<file path="config.mk">
export PLATFORM = sky130hd
export DESIGN_NAME = wdtrf_top
export DESIGN_NICKNAME = d
export VERILOG_FILES = /design/src/wdtrf_pkg.sv /design/src/wdtrf_tick_sync.sv /design/src/wdtrf_top.sv
export VERILOG_INCLUDE_DIRS = /design/src
export SDC_FILE = /design/constraint.sdc
export NUM_CORES = 1
export LEC_CHECK = 0
export ABC_AREA = 1
export BUFFER_PORTS_ARGS = -buffer_cell sky130_fd_sc_hd__buf_2
export CAP_MARGIN = 20
export CORE_MARGIN = 2
export CORE_UTILIZATION = 30
export CTS_BUF_LIST = sky130_fd_sc_hd__clkbuf_8
export DETAILED_ROUTE_END_ITERATION = 7
export GPL_TIMING_DRIVEN = 1
export PLACE_DENSITY_LB_ADDON = 0.25
export SETUP_SLACK_MARGIN = 0.1
export SKIP_CTS_REPAIR_TIMING = 1
export SLEW_MARGIN = 15
export SYNTH_ARGS = -nofsm -noshare
export SYNTH_HDL_FRONTEND = slang
export SYNTH_SLANG_ARGS = --single-unit
</file>
<file path="constraint.sdc">
create_clock -name clk_i -period 1.7 [get_ports clk_i]
set_input_delay 0.17 -clock clk_i [delete_from_list [all_inputs] [get_ports clk_i]]
set_output_delay 0.17 -clock clk_i [all_outputs]
set_load 0.01 [all_outputs]
</file>
<file path="src/wdtrf_consts.svh">
`ifndef WDTRF_CONSTS_SVH
`define WDTRF_CONSTS_SVH
// register addresses on the plain register port
`define WDTRF_ADDR_WDT_CTRL     4'h0
`define WDTRF_ADDR_RST_SRC      4'h1
`define WDTRF_ADDR_CORE_STATUS  4'h2
// watchdog control fields and reset value
`define WDTRF_WDT_CTRL_RESET    8'h53
`define WDTRF_KEY_DISABLE       5'h15
`define WDTRF_KEY_ENABLE        5'h0A
`define WDTRF_BASE_EXP          8
// reset source register bit positions
`define WDTRF_BIT_IDLE_KEEP     7
`define WDTRF_BIT_PIN_FAULT     3
`define WDTRF_BIT_LOW_VOLT      2
`define WDTRF_BIT_KEY_FAULT     0
// core status bit positions
`define WDTRF_BIT_TIMEOUT       1
`define WDTRF_BIT_POWER_DOWN    0
// key fault debounce: reset after 1~2 low-speed periods
`define WDTRF_KEY_FAULT_TICKS   2'h2
`endif

</file>
<file path="src/wdtrf_pkg.sv">
package wdtrf_pkg;
    // run state of the core as seen by the watchdog
    typedef enum logic [1:0] {
        WDTRF_RUN,
        WDTRF_SLEEP,
        WDTRF_IDLE
    } wdtrf_mode_t;
endpackage

</file>
<file path="src/wdtrf_tick_sync.sv">
// brings the low-speed oscillator clock into clk_i as a one-cycle tick
module wdtrf_tick_sync (
    // clock and reset
    input  wire logic clk_i,
    input  wire logic rstn_i,
    // low-speed clock level and its rising-edge tick
    input  wire logic lsc_i,
    output logic      tick_o
);
    logic sync1;      // first stage, read only by sync2
    logic sync2;      // second stage
    logic sync3;      // edge history
    logic next_sync1;
    logic next_sync2;
    logic next_sync3;

    // next values of the synchroniser chain
    always_comb begin
        next_sync1 = lsc_i;
        next_sync2 = sync1;
        next_sync3 = sync2;
    end

    // register the chain
    always_ff @(posedge clk_i) begin
        if (!rstn_i) begin
            sync1 <= 1'b0;
            sync2 <= 1'b0;
            sync3 <= 1'b0;
        end else begin
            sync1 <= next_sync1;
            sync2 <= next_sync2;
            sync3 <= next_sync3;
        end
    end

    // rising edge seen after the second stage only
    assign tick_o = sync2 & ~sync3;
endmodule

</file>
<file path="src/wdtrf_top.sv">
// The placing of the registers and the address-and-strobe port were left to the implementer.
`include "wdtrf_consts.svh"
module wdtrf_top #(
    parameter int CNT_W = 16   // wide enough for 2^15 ticks
) (
    // clock and reset (rstn_i is the power-on reset)
    input  wire logic                  clk_i,
    input  wire logic                  rstn_i,
    // register port
    input  wire logic [3:0]            addr_i,
    input  wire logic [7:0]            wdata_i,
    input  wire logic                  wr_i,
    input  wire logic                  rd_i,
    output logic      [7:0]            rdata_o,
    // low-speed oscillator clock, sampled
    input  wire logic                  lsc_i,
    // core events and state
    input  wire logic                  clear_watchdog_instruction_i,
    input  wire logic                  halt_i,
    input  wire logic                  idle_en_i,
    input  wire logic                  wake_i,
    input  wire logic                  ext_rstn_i,
    input  wire logic                  low_volt_i,
    input  wire logic                  pin_cfg_fault_i,
    // reset requests and clock control
    output logic                       chip_rst_o,
    output logic                       warm_rst_o,
    output logic                       pc_sp_rst_o,
    output logic                       por_rst_o,
    output logic                       sys_clk_en_o,
    output logic                       wdt_running_o,
    output wdtrf_pkg::wdtrf_mode_t     mode_o
);
    import wdtrf_pkg::*;

    logic             tick;           // one-cycle low-speed tick
    logic [7:0]       wdt_ctrl;       // key field and timeout select
    logic [CNT_W-1:0] cnt;            // watchdog counter
    logic             key_fault;      // sticky key fault flag
    logic             pin_fault;      // sticky pin config fault flag
    logic             low_volt;       // sticky low voltage flag
    logic             idle_keep;      // keep system clock in idle
    logic             timeout_flag;   // status timeout flag
    logic             pd_flag;        // status power-down flag
    logic             kf_pend;        // bad key debounce running
    logic [1:0]       kf_cnt;         // debounce tick counter
    wdtrf_mode_t      mode;           // run, sleep or idle
    logic             por_done;       // first cycle after por seen
    logic [7:0]       next_wdt_ctrl;
    logic [CNT_W-1:0] next_cnt;
    logic             next_key_fault;
    logic             next_pin_fault;
    logic             next_low_volt;
    logic             next_idle_keep;
    logic             next_timeout_flag;
    logic             next_pd_flag;
    logic             next_kf_pend;
    logic [1:0]       next_kf_cnt;
    wdtrf_mode_t      next_mode;
    logic [7:0]       next_rdata;
    logic             next_por_done;
    logic [4:0]       key;            // current key field
    logic [2:0]       tsel;           // current timeout select
    logic             key_bad;        // key is neither valid pattern
    logic             wdt_on;         // watchdog counting
    logic             overflow;       // counter reached its limit
    logic [CNT_W-1:0] limit;          // ticks for selected timeout
    logic             kf_fire;        // debounce complete
    logic             ctrl_wr;        // write to control register

    // low-speed clock crossing
    wdtrf_tick_sync u_tick (
        .clk_i  (clk_i),
        .rstn_i (rstn_i),
        .lsc_i  (lsc_i),
        .tick_o (tick)
    );

    // decode of the control register
    always_comb begin
        key      = wdt_ctrl[7:3];
        tsel     = wdt_ctrl[2:0];
        key_bad  = (key != `WDTRF_KEY_DISABLE) &&
                   (key != `WDTRF_KEY_ENABLE);
        wdt_on   = (key == `WDTRF_KEY_ENABLE);
        // limit = 2^(8+n) - 1 so wrap happens after 2^(8+n) ticks
        limit    = CNT_W'((32'd1 << (`WDTRF_BASE_EXP + 32'(tsel)))
                          - 1);
        overflow = wdt_on && tick && (cnt == limit);
        kf_fire  = kf_pend && tick &&
                   (kf_cnt == `WDTRF_KEY_FAULT_TICKS - 2'h1);
        ctrl_wr  = wr_i && (addr_i == `WDTRF_ADDR_WDT_CTRL);
    end

    // next values of all control and status state
    always_comb begin
        next_wdt_ctrl     = wdt_ctrl;
        next_cnt          = cnt;
        next_key_fault    = key_fault;
        next_pin_fault    = pin_fault;
        next_low_volt     = low_volt;
        next_idle_keep    = idle_keep;
        next_timeout_flag = timeout_flag;
        next_pd_flag      = pd_flag;
        next_kf_pend      = kf_pend;
        next_kf_cnt       = kf_cnt;
        next_mode         = mode;
        next_rdata        = 8'h00;
        next_por_done     = 1'b1;
        // counter: clear events first, cleared while off, then hold or count
        if (!ext_rstn_i || clear_watchdog_instruction_i || halt_i || key_bad) begin
            next_cnt = '0;
        end else if (!wdt_on) begin
            next_cnt = '0;
        end else if (tick) begin
            next_cnt = overflow ? '0 : cnt + CNT_W'(1);
        end
        // bad key debounce: pending until the required ticks pass
        if (key_bad && !kf_pend) begin
            next_kf_pend = 1'b1;
            next_kf_cnt  = 2'h0;
        end else if (kf_pend && tick) begin
            next_kf_cnt = kf_cnt + 2'h1;
        end
        if (kf_fire) begin
            next_kf_pend  = 1'b0;
            next_wdt_ctrl = `WDTRF_WDT_CTRL_RESET;
        end
        // clear instruction and halt touch the status flags
        if (clear_watchdog_instruction_i) begin
            next_pd_flag = 1'b0;
        end
        if (halt_i) begin
            next_pd_flag      = 1'b1;
            next_timeout_flag = 1'b0;
            next_mode = idle_en_i ? WDTRF_IDLE : WDTRF_SLEEP;
        end else if (wake_i) begin
            next_mode = WDTRF_RUN;
        end
        // software writes: flags can only be cleared
        if (ctrl_wr) begin
            next_wdt_ctrl = wdata_i;
        end
        if (wr_i && addr_i == `WDTRF_ADDR_RST_SRC) begin
            next_idle_keep = wdata_i[`WDTRF_BIT_IDLE_KEEP];
            next_pin_fault = pin_fault &
                             wdata_i[`WDTRF_BIT_PIN_FAULT];
            next_low_volt  = low_volt &
                             wdata_i[`WDTRF_BIT_LOW_VOLT];
            next_key_fault = key_fault &
                             wdata_i[`WDTRF_BIT_KEY_FAULT];
        end
        // hardware sets win over a clearing write
        if (kf_fire) begin
            next_key_fault = 1'b1;
        end
        if (pin_cfg_fault_i) begin
            next_pin_fault = 1'b1;
        end
        if (low_volt_i) begin
            next_low_volt = 1'b1;
        end
        if (overflow) begin
            next_timeout_flag = 1'b1;
            next_mode         = WDTRF_RUN;                         // wakes core
        end
        // external pin reset: warm reset, control reloaded
        if (!ext_rstn_i) begin
            next_wdt_ctrl = `WDTRF_WDT_CTRL_RESET;
            next_mode     = WDTRF_RUN;
        end
        // read data, valid the cycle after the strobe
        if (rd_i) begin
            unique case (addr_i)
                `WDTRF_ADDR_WDT_CTRL:
                    next_rdata = wdt_ctrl;
                `WDTRF_ADDR_RST_SRC: begin
                    next_rdata = 8'h00;
                    next_rdata[`WDTRF_BIT_IDLE_KEEP] = idle_keep;
                    next_rdata[`WDTRF_BIT_PIN_FAULT] = pin_fault;
                    next_rdata[`WDTRF_BIT_LOW_VOLT]  = low_volt;
                    next_rdata[`WDTRF_BIT_KEY_FAULT] = key_fault;
                end
                `WDTRF_ADDR_CORE_STATUS: begin
                    next_rdata = 8'h00;
                    next_rdata[`WDTRF_BIT_TIMEOUT]    = timeout_flag;
                    next_rdata[`WDTRF_BIT_POWER_DOWN] = pd_flag;
                end
                default:
                    next_rdata = 8'h00;   // unmapped reads zero
            endcase
        end
    end

    // register everything; rstn_i is the power-on reset
    always_ff @(posedge clk_i) begin
        if (!rstn_i) begin
            wdt_ctrl     <= `WDTRF_WDT_CTRL_RESET;
            cnt          <= '0;
            key_fault    <= 1'b0;
            pin_fault    <= 1'b0;
            low_volt     <= 1'b0;
            idle_keep    <= 1'b0;
            timeout_flag <= 1'b0;
            pd_flag      <= 1'b0;
            kf_pend      <= 1'b0;
            kf_cnt       <= 2'h0;
            mode         <= WDTRF_RUN;
            rdata_o      <= 8'h00;
            por_done     <= 1'b0;
        end else begin
            wdt_ctrl     <= next_wdt_ctrl;
            cnt          <= next_cnt;
            key_fault    <= next_key_fault;
            pin_fault    <= next_pin_fault;
            low_volt     <= next_low_volt;
            idle_keep    <= next_idle_keep;
            timeout_flag <= next_timeout_flag;
            pd_flag      <= next_pd_flag;
            kf_pend      <= next_kf_pend;
            kf_cnt       <= next_kf_cnt;
            mode         <= next_mode;
            rdata_o      <= next_rdata;
            por_done     <= next_por_done;
        end
    end

    // reset requests to the rest of the chip
    always_comb begin
        // full reset on a key fault or an overflow while running
        chip_rst_o  = kf_fire || (overflow && mode == WDTRF_RUN);
        // in sleep or idle, the overflow only restarts pc and stack pointer
        pc_sp_rst_o = overflow && mode != WDTRF_RUN;
        // pin reset: a warm reset that spares some registers
        warm_rst_o  = !ext_rstn_i;
        // pc zero and ports high come from this strobe
        por_rst_o   = !por_done;
        // system clock runs unless asleep, or idle without keep
        sys_clk_en_o = (mode == WDTRF_RUN) ||
                       (mode == WDTRF_IDLE && idle_keep);
        wdt_running_o = wdt_on;
        mode_o        = mode;
    end
endmodule

</file>
==> run_results.csv, run 1 <==
group,metric,value,unit
power,total_leakage_power,1.21,nW
floorplan,die_h,90.0,um
outcome,status,"finished with violations",
layout,final_util,0.384,
timing,setup_viol_count_final,2,
global_route,use_met3,0.0319,
timing,period_minus_slack,1.84,ns
setup_path,startpoint_type,"register",
setup_path,arrival,1.67,ns
power,p_per_area,673,mW/mm^2
min_path,min_path_type,"in -> reg",
floorplan,start_util,0.307,
timing,max_freq,0.544,GHz
clocking,root_buffer,"clkbuf_8",
clocking,cts.clk_slew.worst_paths,0.08,ns
detailed_routing,via_count,2069,
logic_synthesis,netlist.area_leader.share,0.424,
setup_path,path_max_fanout,6,
timing,max_slew_margin,0.735,
detailed_routing,wire_per_inst,11.0,um
power,vdd_drop_max,0.000420,V
detailed_routing,wl,5.18,mm
floorplan,fp.dieW,90.0,um
setup_path,path_class,"reg -> out",
timing,tightest_slew,0.395,ns
floorplan,io_pins,40,
clocking,htree_levels,2,
global_route,grt.total_usage,0.127,
global_route,grt_max_degree,17,
timing,setup_tns,-0.234,ns
detailed_routing,ant_nets,0,
layout,fill_cells,790,
placed_design,gp_congestion,0.842,
setup_path,cp_common_cell,"nor2_2",
floorplan,core,0.00721,mm^2
timing,setup_ws,-0.137,ns
detailed_routing,viasPerCell,4.41,
global_route,grt_first_pass_wirelength,8.58,mm
placed_design,portBuffers,39,
timing,rsz0062_at_grt,"true",
global_route,antenna_found_initial,0,
layout,stdcell_count,469,
outcome,violations,"negative setup slack",
logic_synthesis,avgSynthCellArea,7.04,um^2
logic_synthesis,yosysUniqueCellTypes,26,
global_route,grt_use_met1,0.168,
timing,slew_violations,0,
timing,clock_skew,0.00604,ns
detailed_routing,drcViolationCount,0,
placed_design,dp_cells,452,
layout,layout-drive-gt1-share,0.273,
timing,finalCritPeriodShare,1.08,
logic_synthesis,yosysSeqAreaShare,0.424,
placed_design,dpl.hpwl,3.78,mm
layout,antenna_cells,0,
setup_path,cpPeakStageDelay,0.41,ns
logic_synthesis,synth-seq-cells,47,
setup_path,cpMaxStageDelayCell,"dfxtp_4",
layout,syn_to_final_growth,24.9,%
setup_path,critPathCaptureType,"output pin",
clocking,cts_tree,"done",
placed_design,place_area,0.00253,mm^2
run,cap_violations,0,
setup_path,cp.required,1.53,ns
global_route,grt_pass1_vias,1928,
logic_synthesis,netlist_instances,315,
layout,nets,395,
global_route,use_met2,0.207,
clocking,cts_buffers,5,
logic_synthesis,synth_area_leaders,"dfxtp_1 42%, nand2_1 13%, inv_1 7.1%",
floorplan,die-area,0.00810,mm^2
timing,hold_viol_final,0,
detailed_routing,drt_first_pass_iters,6,
clocking,clock_sinks,47,
setup_path,cp_cell_sequence,"buf_6 > inv_4 > nand2_1 > nand2_1 > nor2_2 > nand3_1 > nor2_2 > nand2_2 > nor2_2 > buf_2",
logic_synthesis,netlist_area,0.00222,mm^2
placed_design,post-place-ws,0.0641,ns
logic_synthesis,synth_fp_nets,341,
clocking,cts_buffer_depth,2,
clocking,insertion_delay,0.30,ns
global_route,overflow,0,
layout,fin_area,0.00277,mm^2
logic_synthesis,synth_top_area_cell,"dfxtp_1",
global_route,busiest_layer,"met2",
detailed_routing,drt_iter0_markers,88,
floorplan,rows,31,
logic_synthesis,yosys_warnings,0,
## layer usage
metal / share of wire / up-vias
met3: 0.047 / 10
met2: 0.46 / 44
met5: 0 / -
met1: 0.47 / 921
met4: 0.016 / 0
li1: - / 1094
## area by class of cell
| type | count | area (um^2) | share of cell area |
|---|---|---|---|
| Clock buffer | 5 | 68.8 | 0.0248 |
| Clock inverter | 3 | 12.5 | 0.00451 |
| Inverter | 45 | 171 | 0.0619 |
| Multi-Input combinational cell | 217 | 1130 | 0.408 |
| Sequential cell | 47 | 961 | 0.347 |
| Tap cell | 99 | 124 | 0.0447 |
| Timing Repair Buffer | 53 | 304 | 0.110 |
## synth_stat cells (all sizes together)
cell type	instances
nand2	79
nor2	49
dfxtp	47
inv	45
nand3	28
a21oi	21
xor2	9
nor3	8
buf	6
o21ai	5
o22ai	5
nand4	3
xnor2	3
ha	2
a22oi	1
a31o	1
mux2i	1
nor4	1
or2	1
## layout by cell type (no fill, tap or decap), types with 2 or more instances in the layout
master and instances:
o22ai_1 5, dfxtp_2 4, nand3_1 26, buf_4 13, buf_2 39, nand4_1 3
nor2_2 17, clkbuf_8 5, nand2_4 2, nor3_1 7, xor2_1 9, nor2_1 30
dfxtp_4 4, o21ai_0 5, inv_1 43, dfxtp_1 39, xnor2_1 3, nor2_4 2
nand2_1 76, a21oi_1 20, inv_2 3
## cells by family (layout without fill, tap and decap cells)
| family | after synthesis | in the layout | synth area share |
|---|---|---|---|
| AOI/OAI and AO/OA | 33 | 33 | 0.0801 |
| xor gates and xnor gates | 12 | 12 | 0.0474 |
| adders and majority gates | 2 | 2 | 0.0113 |
| buffers and inverters | 51 | 106 | 0.0964 |
| DFF | 47 | 47 | 0.424 |
| muxes | 1 | 1 | 0.00451 |
| and+or+nand+nor | 169 | 169 | 0.336 |
## power breakdown
group          leakage (nW)  total [mW]  switching [mW]  internal [mW]
combinational         0.781       0.117          0.0699         0.0471
clock                0.0505       0.632           0.355          0.277
sequential            0.382        1.11         0.00707           1.11
## flip-flops by register name, summed over array words and instances, names as in the netlist
name / flops
kf_cnt: 2
kf_pend: 1
timeout_flag: 1
idle_keep: 1
por_done: 1
key_fault: 1
rdata_o: 8
u_tick.next_sync2: 1
u_tick.next_sync3: 1
wdt_ctrl: 8
mode_o: 2
cnt: 16
low_volt: 1
pd_flag: 1
pin_fault: 1
u_tick.sync3: 1
## critical path, delay by kind of cell, from the launching register on
family	cells	cell delay, ns
buffers and inverters	3	0.30
flip-flops	1	0.41
AND/OR/NAND/NOR	7	0.66
## path summary, 6_finish.rpt
kind	slack (ns)	cells after the start	to	from
worst max-delay path	-0.14	10	pc_sp_rst_o	wdt_ctrl[2]
worst min-delay path	0.06	3	u_tick.next_sync2	lsc_i
worst max register to register	0.18	10	cnt[15]	wdt_ctrl[2]
worst min register to register	0.43	2	u_tick.next_sync3	u_tick.next_sync2
## through the flow
step	hold slack [ns]	total power, mW
detailed placement	0.359	1.26
global route	0.0614	1.96
CTS	0.0498	1.89
floorplan	0.198	1.21
global placement	0.358	1.26
finish	0.0590	1.86
Power figures use the tool's default switching activity.
==> inputs of run 2 (changes only) <==
Settings changed: ABC_AREA 1 to 0, CAP_MARGIN 20 to 40, CELL_PAD_IN_SITES_DETAIL_PLACEMENT set to 0, CELL_PAD_IN_SITES_GLOBAL_PLACEMENT set to 1.
==> run_results.csv, run 2 <==
group,metric,value,unit
outcome,violations,"negative setup slack",
setup_path,arrival,2.22,ns
floorplan,fp.dieW,87.0,um
clocking,root_buffer,"clkbuf_8",
floorplan,die-area,0.00757,mm^2
logic_synthesis,netlist.area_leader.share,0.455,
clocking,cts_buffers,5,
timing,setup_viol_count_final,21,
floorplan,start_util,0.308,
clocking,cts.clk_slew.worst_paths,0.09,ns
outcome,status,"finished with violations",
timing,setup_ws,-0.691,ns
logic_synthesis,yosysSeqAreaShare,0.455,
logic_synthesis,synthFlopType,"dfxtp_1",
placed_design,gp_congestion,0.756,
clocking,cts_buffer_depth,2,
global_route,grt.total_usage,0.135,
clocking,clock_sinks,47,
logic_synthesis,yosys.cell_count.top_type,"dfxtp_1",
logic_synthesis,avgSynthCellArea,9.07,um^2
logic_synthesis,synth_fp_nets,254,
global_route,grt_pass1_vias,1687,
power,total_leakage_power,1.16,nW
layout,final_cell_mix,"43 x dfxtp_1, 39 x buf_2, 39 x buf_4",
layout,largest_reg_flops,16,
clocking,htree_levels,2,
power,vdd_drop_max,0.000308,V
timing,period_minus_slack,2.39,ns
global_route,grt_first_pass_wirelength,7.86,mm
logic_synthesis,netlist_instances,228,
detailed_routing,wl,4.83,mm
detailed_routing,drcViolationCount,0,
global_route,overflow,0,
power,p_per_area,687,mW/mm^2
global_route,antenna_found_initial,0,
setup_path,critPathCaptureType,"output pin",
timing,tightest_slew,0.336,ns
detailed_routing,wire_per_inst,12.5,um
layout,nets,332,
timing,rsz0062_at_grt,"true",
logic_synthesis,synth-edff-count,0,
detailed_routing,drt_first_pass_iters,4,
clocking,cts_tree,"done",
logic_synthesis,synth_top_area_cell,"dfxtp_1",
timing,slew_violations,0,
placed_design,portBuffers,39,
placed_design,dpl.hpwl,3.72,mm
layout,final_util,0.416,
floorplan,io_pins,40,
floorplan,rows,30,
placed_design,place_area,0.00264,mm^2
logic_synthesis,synth-seq-cells,47,
timing,hold_ws,0.0649,ns
min_path,min_path_type,"in -> reg",
floorplan,die_h,87.0,um
floorplan,core,0.00672,mm^2
detailed_routing,ant_nets,0,
logic_synthesis,yosysUniqueCellTypes,44,
timing,max_freq,0.418,GHz
detailed_routing,viasPerCell,4.70,
layout,syn_to_final_growth,35.1,%
layout,final_common_cell,"dfxtp_1",
timing,max_slew_margin,0.770,
layout,fin_area,0.00280,mm^2
layout,largest-register,"cnt",
detailed_routing,drt_iter0_markers,87,
power,power.total,1.92,mW
layout,reg_top3,"cnt x16, rdata_o x8, wdt_ctrl x8",
logic_synthesis,synth_area_leaders,"dfxtp_1 45%, nor2_1 6.0%, xor2_1 5.5%",
layout,layout-drive-gt1-share,0.355,
global_route,grt_max_degree,16,
timing,hold_viol_final,0,
logic_synthesis,synthArstFlopShare,0,
clocking,insertion_delay,0.30,ns
logic_synthesis,yosys_warnings,0,
setup_path,path_class,"reg -> out",
run,cap_violations,0,
timing,finalCritPeriodShare,1.41,
layout,antenna_cells,0,
logic_synthesis,netlist_area,0.00207,mm^2
detailed_routing,via_count,1818,
logic_synthesis,synthTopCellsByCount,"47 x dfxtp_1, 33 x nor2_1, 13 x nand2_1, 13 x nand3_1, 13 x xor2_1",
timing,clock_skew,0.0107,ns
setup_path,startpoint_type,"register",
setup_path,cp.required,1.53,ns
setup_path,path_max_fanout,4,
==> run 2: cell count changes after synthesis, sizes merged, moves of 6 or more <==
cell / previous run / this run
inv: 45 / 8
a21oi: 21 / 8
mux2i: 1 / 7
nor2: 49 / 33
nor3: 8 / 2
nand2: 79 / 13
nand3: 28 / 13
and2: 0 / 9
==> run 2: cell type report <==
type                       instances  area [um^2]
fill                             679         3920
multi-input combinational        163         1100
sequential                        47          951
timing repair buffer              81          522
tap                               80          100
clock buffer                       5         68.8
inverter                           8         30.0
clock inverter                     3         21.3
==> run 2: metal layers <==
metal | vias up | share of wire | global-route usage
li1 | 942 | - | -
met1 | 840 | 0.48 | 0.171
met2 | 31 | 0.47 | 0.221
met3 | 5 | 0.037 | 0.0341
met4 | 0 | 0.017 | 0.0469
met5 | - | 0 | 0
==> run 2: power by group <==
group / switching [mW] / internal [mW] / total [mW]
clock network: 0.386 / 0.290 / 0.675
registers: 0.00918 / 1.11 / 1.12
logic: 0.0658 / 0.0598 / 0.126
total: 0.461 / 1.46 / 1.92
==> run 2: worst paths after layout <==
kind,from,endpoint,slack [ns],depth (start not counted)
max,wdt_ctrl[1],chip_rst_o,-0.69,7
min,pin_cfg_fault_i,pin_fault,0.06,2
max reg2reg,wdt_ctrl[1],cnt[1],-0.43,8
min reg2reg,u_tick.next_sync2,u_tick.next_sync3,0.45,1
==> run 2: worst max-delay path, cell delays in order (launching register included) <==
cell	delay, ns
dfxtp_4	0.36
buf_4	0.13
xor2_1	0.14
nand2_1	0.06
a2111o_1	0.42
or4_4	0.46
o31ai_4	0.17
buf_2	0.16
==> run 2: kinds of logic (layout without fill, tap and decap cells) <==
| logic type | Yosys count | count (layout) | synth area share |
|---|---|---|---|
| AO/OA/AOI/OAI | 37 | 37 | 0.136 |
| XOR/XNOR | 18 | 18 | 0.0762 |
| adder cells (fa/ha/maj) | 2 | 2 | 0.0121 |
| buffers and inverters | 18 | 97 | 0.0387 |
| flip-flops | 47 | 47 | 0.455 |
| multiplexers | 7 | 7 | 0.0339 |
| AND/OR/NAND/NOR | 99 | 99 | 0.249 |
==> run 2: per-stage QoR <==
stage / setup slack [ns] / instances / TNS (ns)
3_5_place_dp: -0.517 / 375 / -5.47
4_1_cts: -0.858 / 383 / -6.48
3_3_place_gp: -0.474 / 375 / -5.25
5_1_grt: -0.782 / 387 / -7.86
6_report: -0.691 / 387 / -5.57
2_1_floorplan: -0.290 / 228 / -2.52
==> inputs of run 3 (changes only) <==
Settings changed: CTS_BUF_LIST sky130_fd_sc_hd__clkbuf_8 to not set.
==> run_results.csv, run 3 (synthesis results as in run 2) <==
group,metric,value,unit
global_route,grt.total_usage,0.135,
clocking,root_buffer,"clkbuf_8",
setup_path,cp.required,1.53,ns
layout,final_cell_mix,"43 x dfxtp_1, 39 x buf_2, 39 x buf_4",
floorplan,rows,30,
timing,tightest_slew,0.336,ns
min_path,min_from,"pin_cfg_fault_i",
setup_path,cpMaxStageDelayCell,"or4_4",
setup_path,cpPeakStageDelay,0.46,ns
power,vdd_drop_max,0.000307,V
min_path,min_to,"pin_fault",
timing,hold_viol_final,0,
power,p_per_area,689,mW/mm^2
timing,setup_viol_count_final,21,
detailed_routing,drt_first_pass_iters,4,
setup_path,path_class,"reg -> out",
clocking,cts_buffer_depth,2,
outcome,violations,"negative setup slack",
global_route,grt_max_degree,16,
layout,nets,332,
detailed_routing,viasPerCell,4.70,
setup_path,cp_cell_sequence,"buf_4 > xor2_1 > nand2_1 > a2111o_1 > or4_4 > o31ai_4 > buf_2",
floorplan,io_pins,40,
setup_path,crit_family,"compound AO/OA/AOI/OAI gates",
timing,max_slew_margin,0.770,
detailed_routing,drt_iter0_markers,87,
layout,reg_top3,"cnt x16, rdata_o x8, wdt_ctrl x8",
setup_path,critPathCaptureType,"output pin",
setup_path,startpoint_type,"register",
clocking,insertion_delay,0.30,ns
power,p_clk_frac,0.353,
detailed_routing,ant_nets,0,
timing,slew_violations,0,
power,pwr-share-comb,0.065,
detailed_routing,wire_per_inst,12.5,um
layout,final_util,0.416,
floorplan,core,0.00672,mm^2
timing,finalCritPeriodShare,1.41,
timing,period_minus_slack,2.39,ns
layout,largest-register,"cnt",
detailed_routing,drcViolationCount,0,
placed_design,gp_congestion,0.756,
power,p_seq_frac,0.582,
layout,fill_cells,679,
detailed_routing,wl,4.83,mm
min_path,hold_depth,2,
setup_path,r2r_start,"wdt_ctrl[1]",
setup_path,arrival,2.22,ns
clocking,cts.clk_slew.worst_paths,0.09,ns
floorplan,fp.dieW,87.0,um
floorplan,start_util,0.308,
placed_design,dpl.hpwl,3.72,mm
clocking,cts_buffers,5,
timing,max_freq,0.418,GHz
power,total_leakage_power,1.15,nW
power,p_sw,0.459,mW
clocking,htree_levels,2,
placed_design,portBuffers,39,
layout,syn_to_final_growth,35.1,%
global_route,antenna_found_initial,0,
setup_path,reg2reg_depth,8,
power,p_int,1.47,mW
setup_path,r2r_slack,-0.43,ns
setup_path,path_max_fanout,4,
timing,clock_skew,0.0107,ns
setup_path,path_buf_inv,2,
layout,layout-drive-gt1-share,0.355,
global_route,overflow,0,
clocking,clock_sinks,47,
floorplan,die_h,87.0,um
layout,largest_reg_flops,16,
layout,antenna_cells,0,
global_route,grt_pass1_vias,1687,
global_route,grt_first_pass_wirelength,7.86,mm
setup_path,timing.rr.end,"cnt[1]",
detailed_routing,via_count,1817,
floorplan,die-area,0.00757,mm^2
power,power.share.switching,0.238,
placed_design,place_area,0.00264,mm^2
layout,fin_area,0.00280,mm^2
outcome,status,"finished with violations",
placed_design,post-place-ws,-0.517,ns
min_path,min_path_type,"in -> reg",
run,cap_violations,0,
timing,rsz0062_at_grt,"true",
power,power.total,1.93,mW
timing,setup_ws,-0.691,ns
clocking,cts_tree,"done",
layout,final_common_cell,"dfxtp_1",
## run 3: metrics by stage
step | instances | TNS, ns | hold WS [ns]
after floorplan | 228 | -2.52 | 0.198
after global placement | 375 | -5.25 | 0.378
after detailed placement | 375 | -5.47 | 0.383
after CTS | 383 | -6.48 | 0.0561
after global routing | 387 | -7.86 | 0.0536
final | 387 | -5.57 | 0.0649
## run 3: power by group through the flow
stage / logic [mW] / clock network (mW) / registers [mW]
2_1_floorplan: 0.0621 / 0 / 1.15
3_3_place_gp: 0.125 / 0 / 1.15
3_5_place_dp: 0.124 / 0 / 1.15
4_1_cts: 0.125 / 0.719 / 1.12
5_1_grt: 0.138 / 0.756 / 1.12
6_report: 0.126 / 0.680 / 1.12
## run 3: worst register-to-register path, stage by stage, from the launching register on
cell and delay, ns:
dfxtp_4 0.36, buf_4 0.14, xor2_1 0.14, nand2_1 0.06, a2111o_1 0.42, or4_4 0.46
buf_6 0.15, buf_4 0.13, nor4b_2 0.15
## run 3: layout make-up
class	instances	area (um^2)	area share
multi-input cells	163	1100	0.394
repair buffers	81	522	0.187
well taps	80	100	0.0358
flip-flops and latches	47	951	0.340
inverters	8	30.0	0.0107
clock buffers	6	72.6	0.0260
clock inverters	2	17.5	0.00627
## run 3: layer usage
metal	vias to the layer above	share of wire	routed length, um	GRT usage
met5	-	0	0	0
met1	839	0.48	2310	0.171
met4	0	0.017	80	0.0469
met2	31	0.47	2260	0.221
li1	942	-	-	-
met3	5	0.037	181	0.0341
## run 3: worst max-delay path by stage
| stage | start | endpoint | slack [ns] | depth (start not counted) |
|---|---|---|---|---|
| 6_report | wdt_ctrl[1] | chip_rst_o | -0.69 | 7 |
| 3_5_place_dp | wdt_ctrl[0] | pc_sp_rst_o | -0.52 | 7 |
| 4_1_cts | wdt_ctrl[0] | pc_sp_rst_o | -0.86 | 7 |
| 5_1_grt | wdt_ctrl[1] | chip_rst_o | -0.78 | 7 |
| 2_1_floorplan | wdt_ctrl[1] | chip_rst_o | -0.29 | 7 |
| 3_3_place_gp | wdt_ctrl[0] | pc_sp_rst_o | -0.47 | 7 |
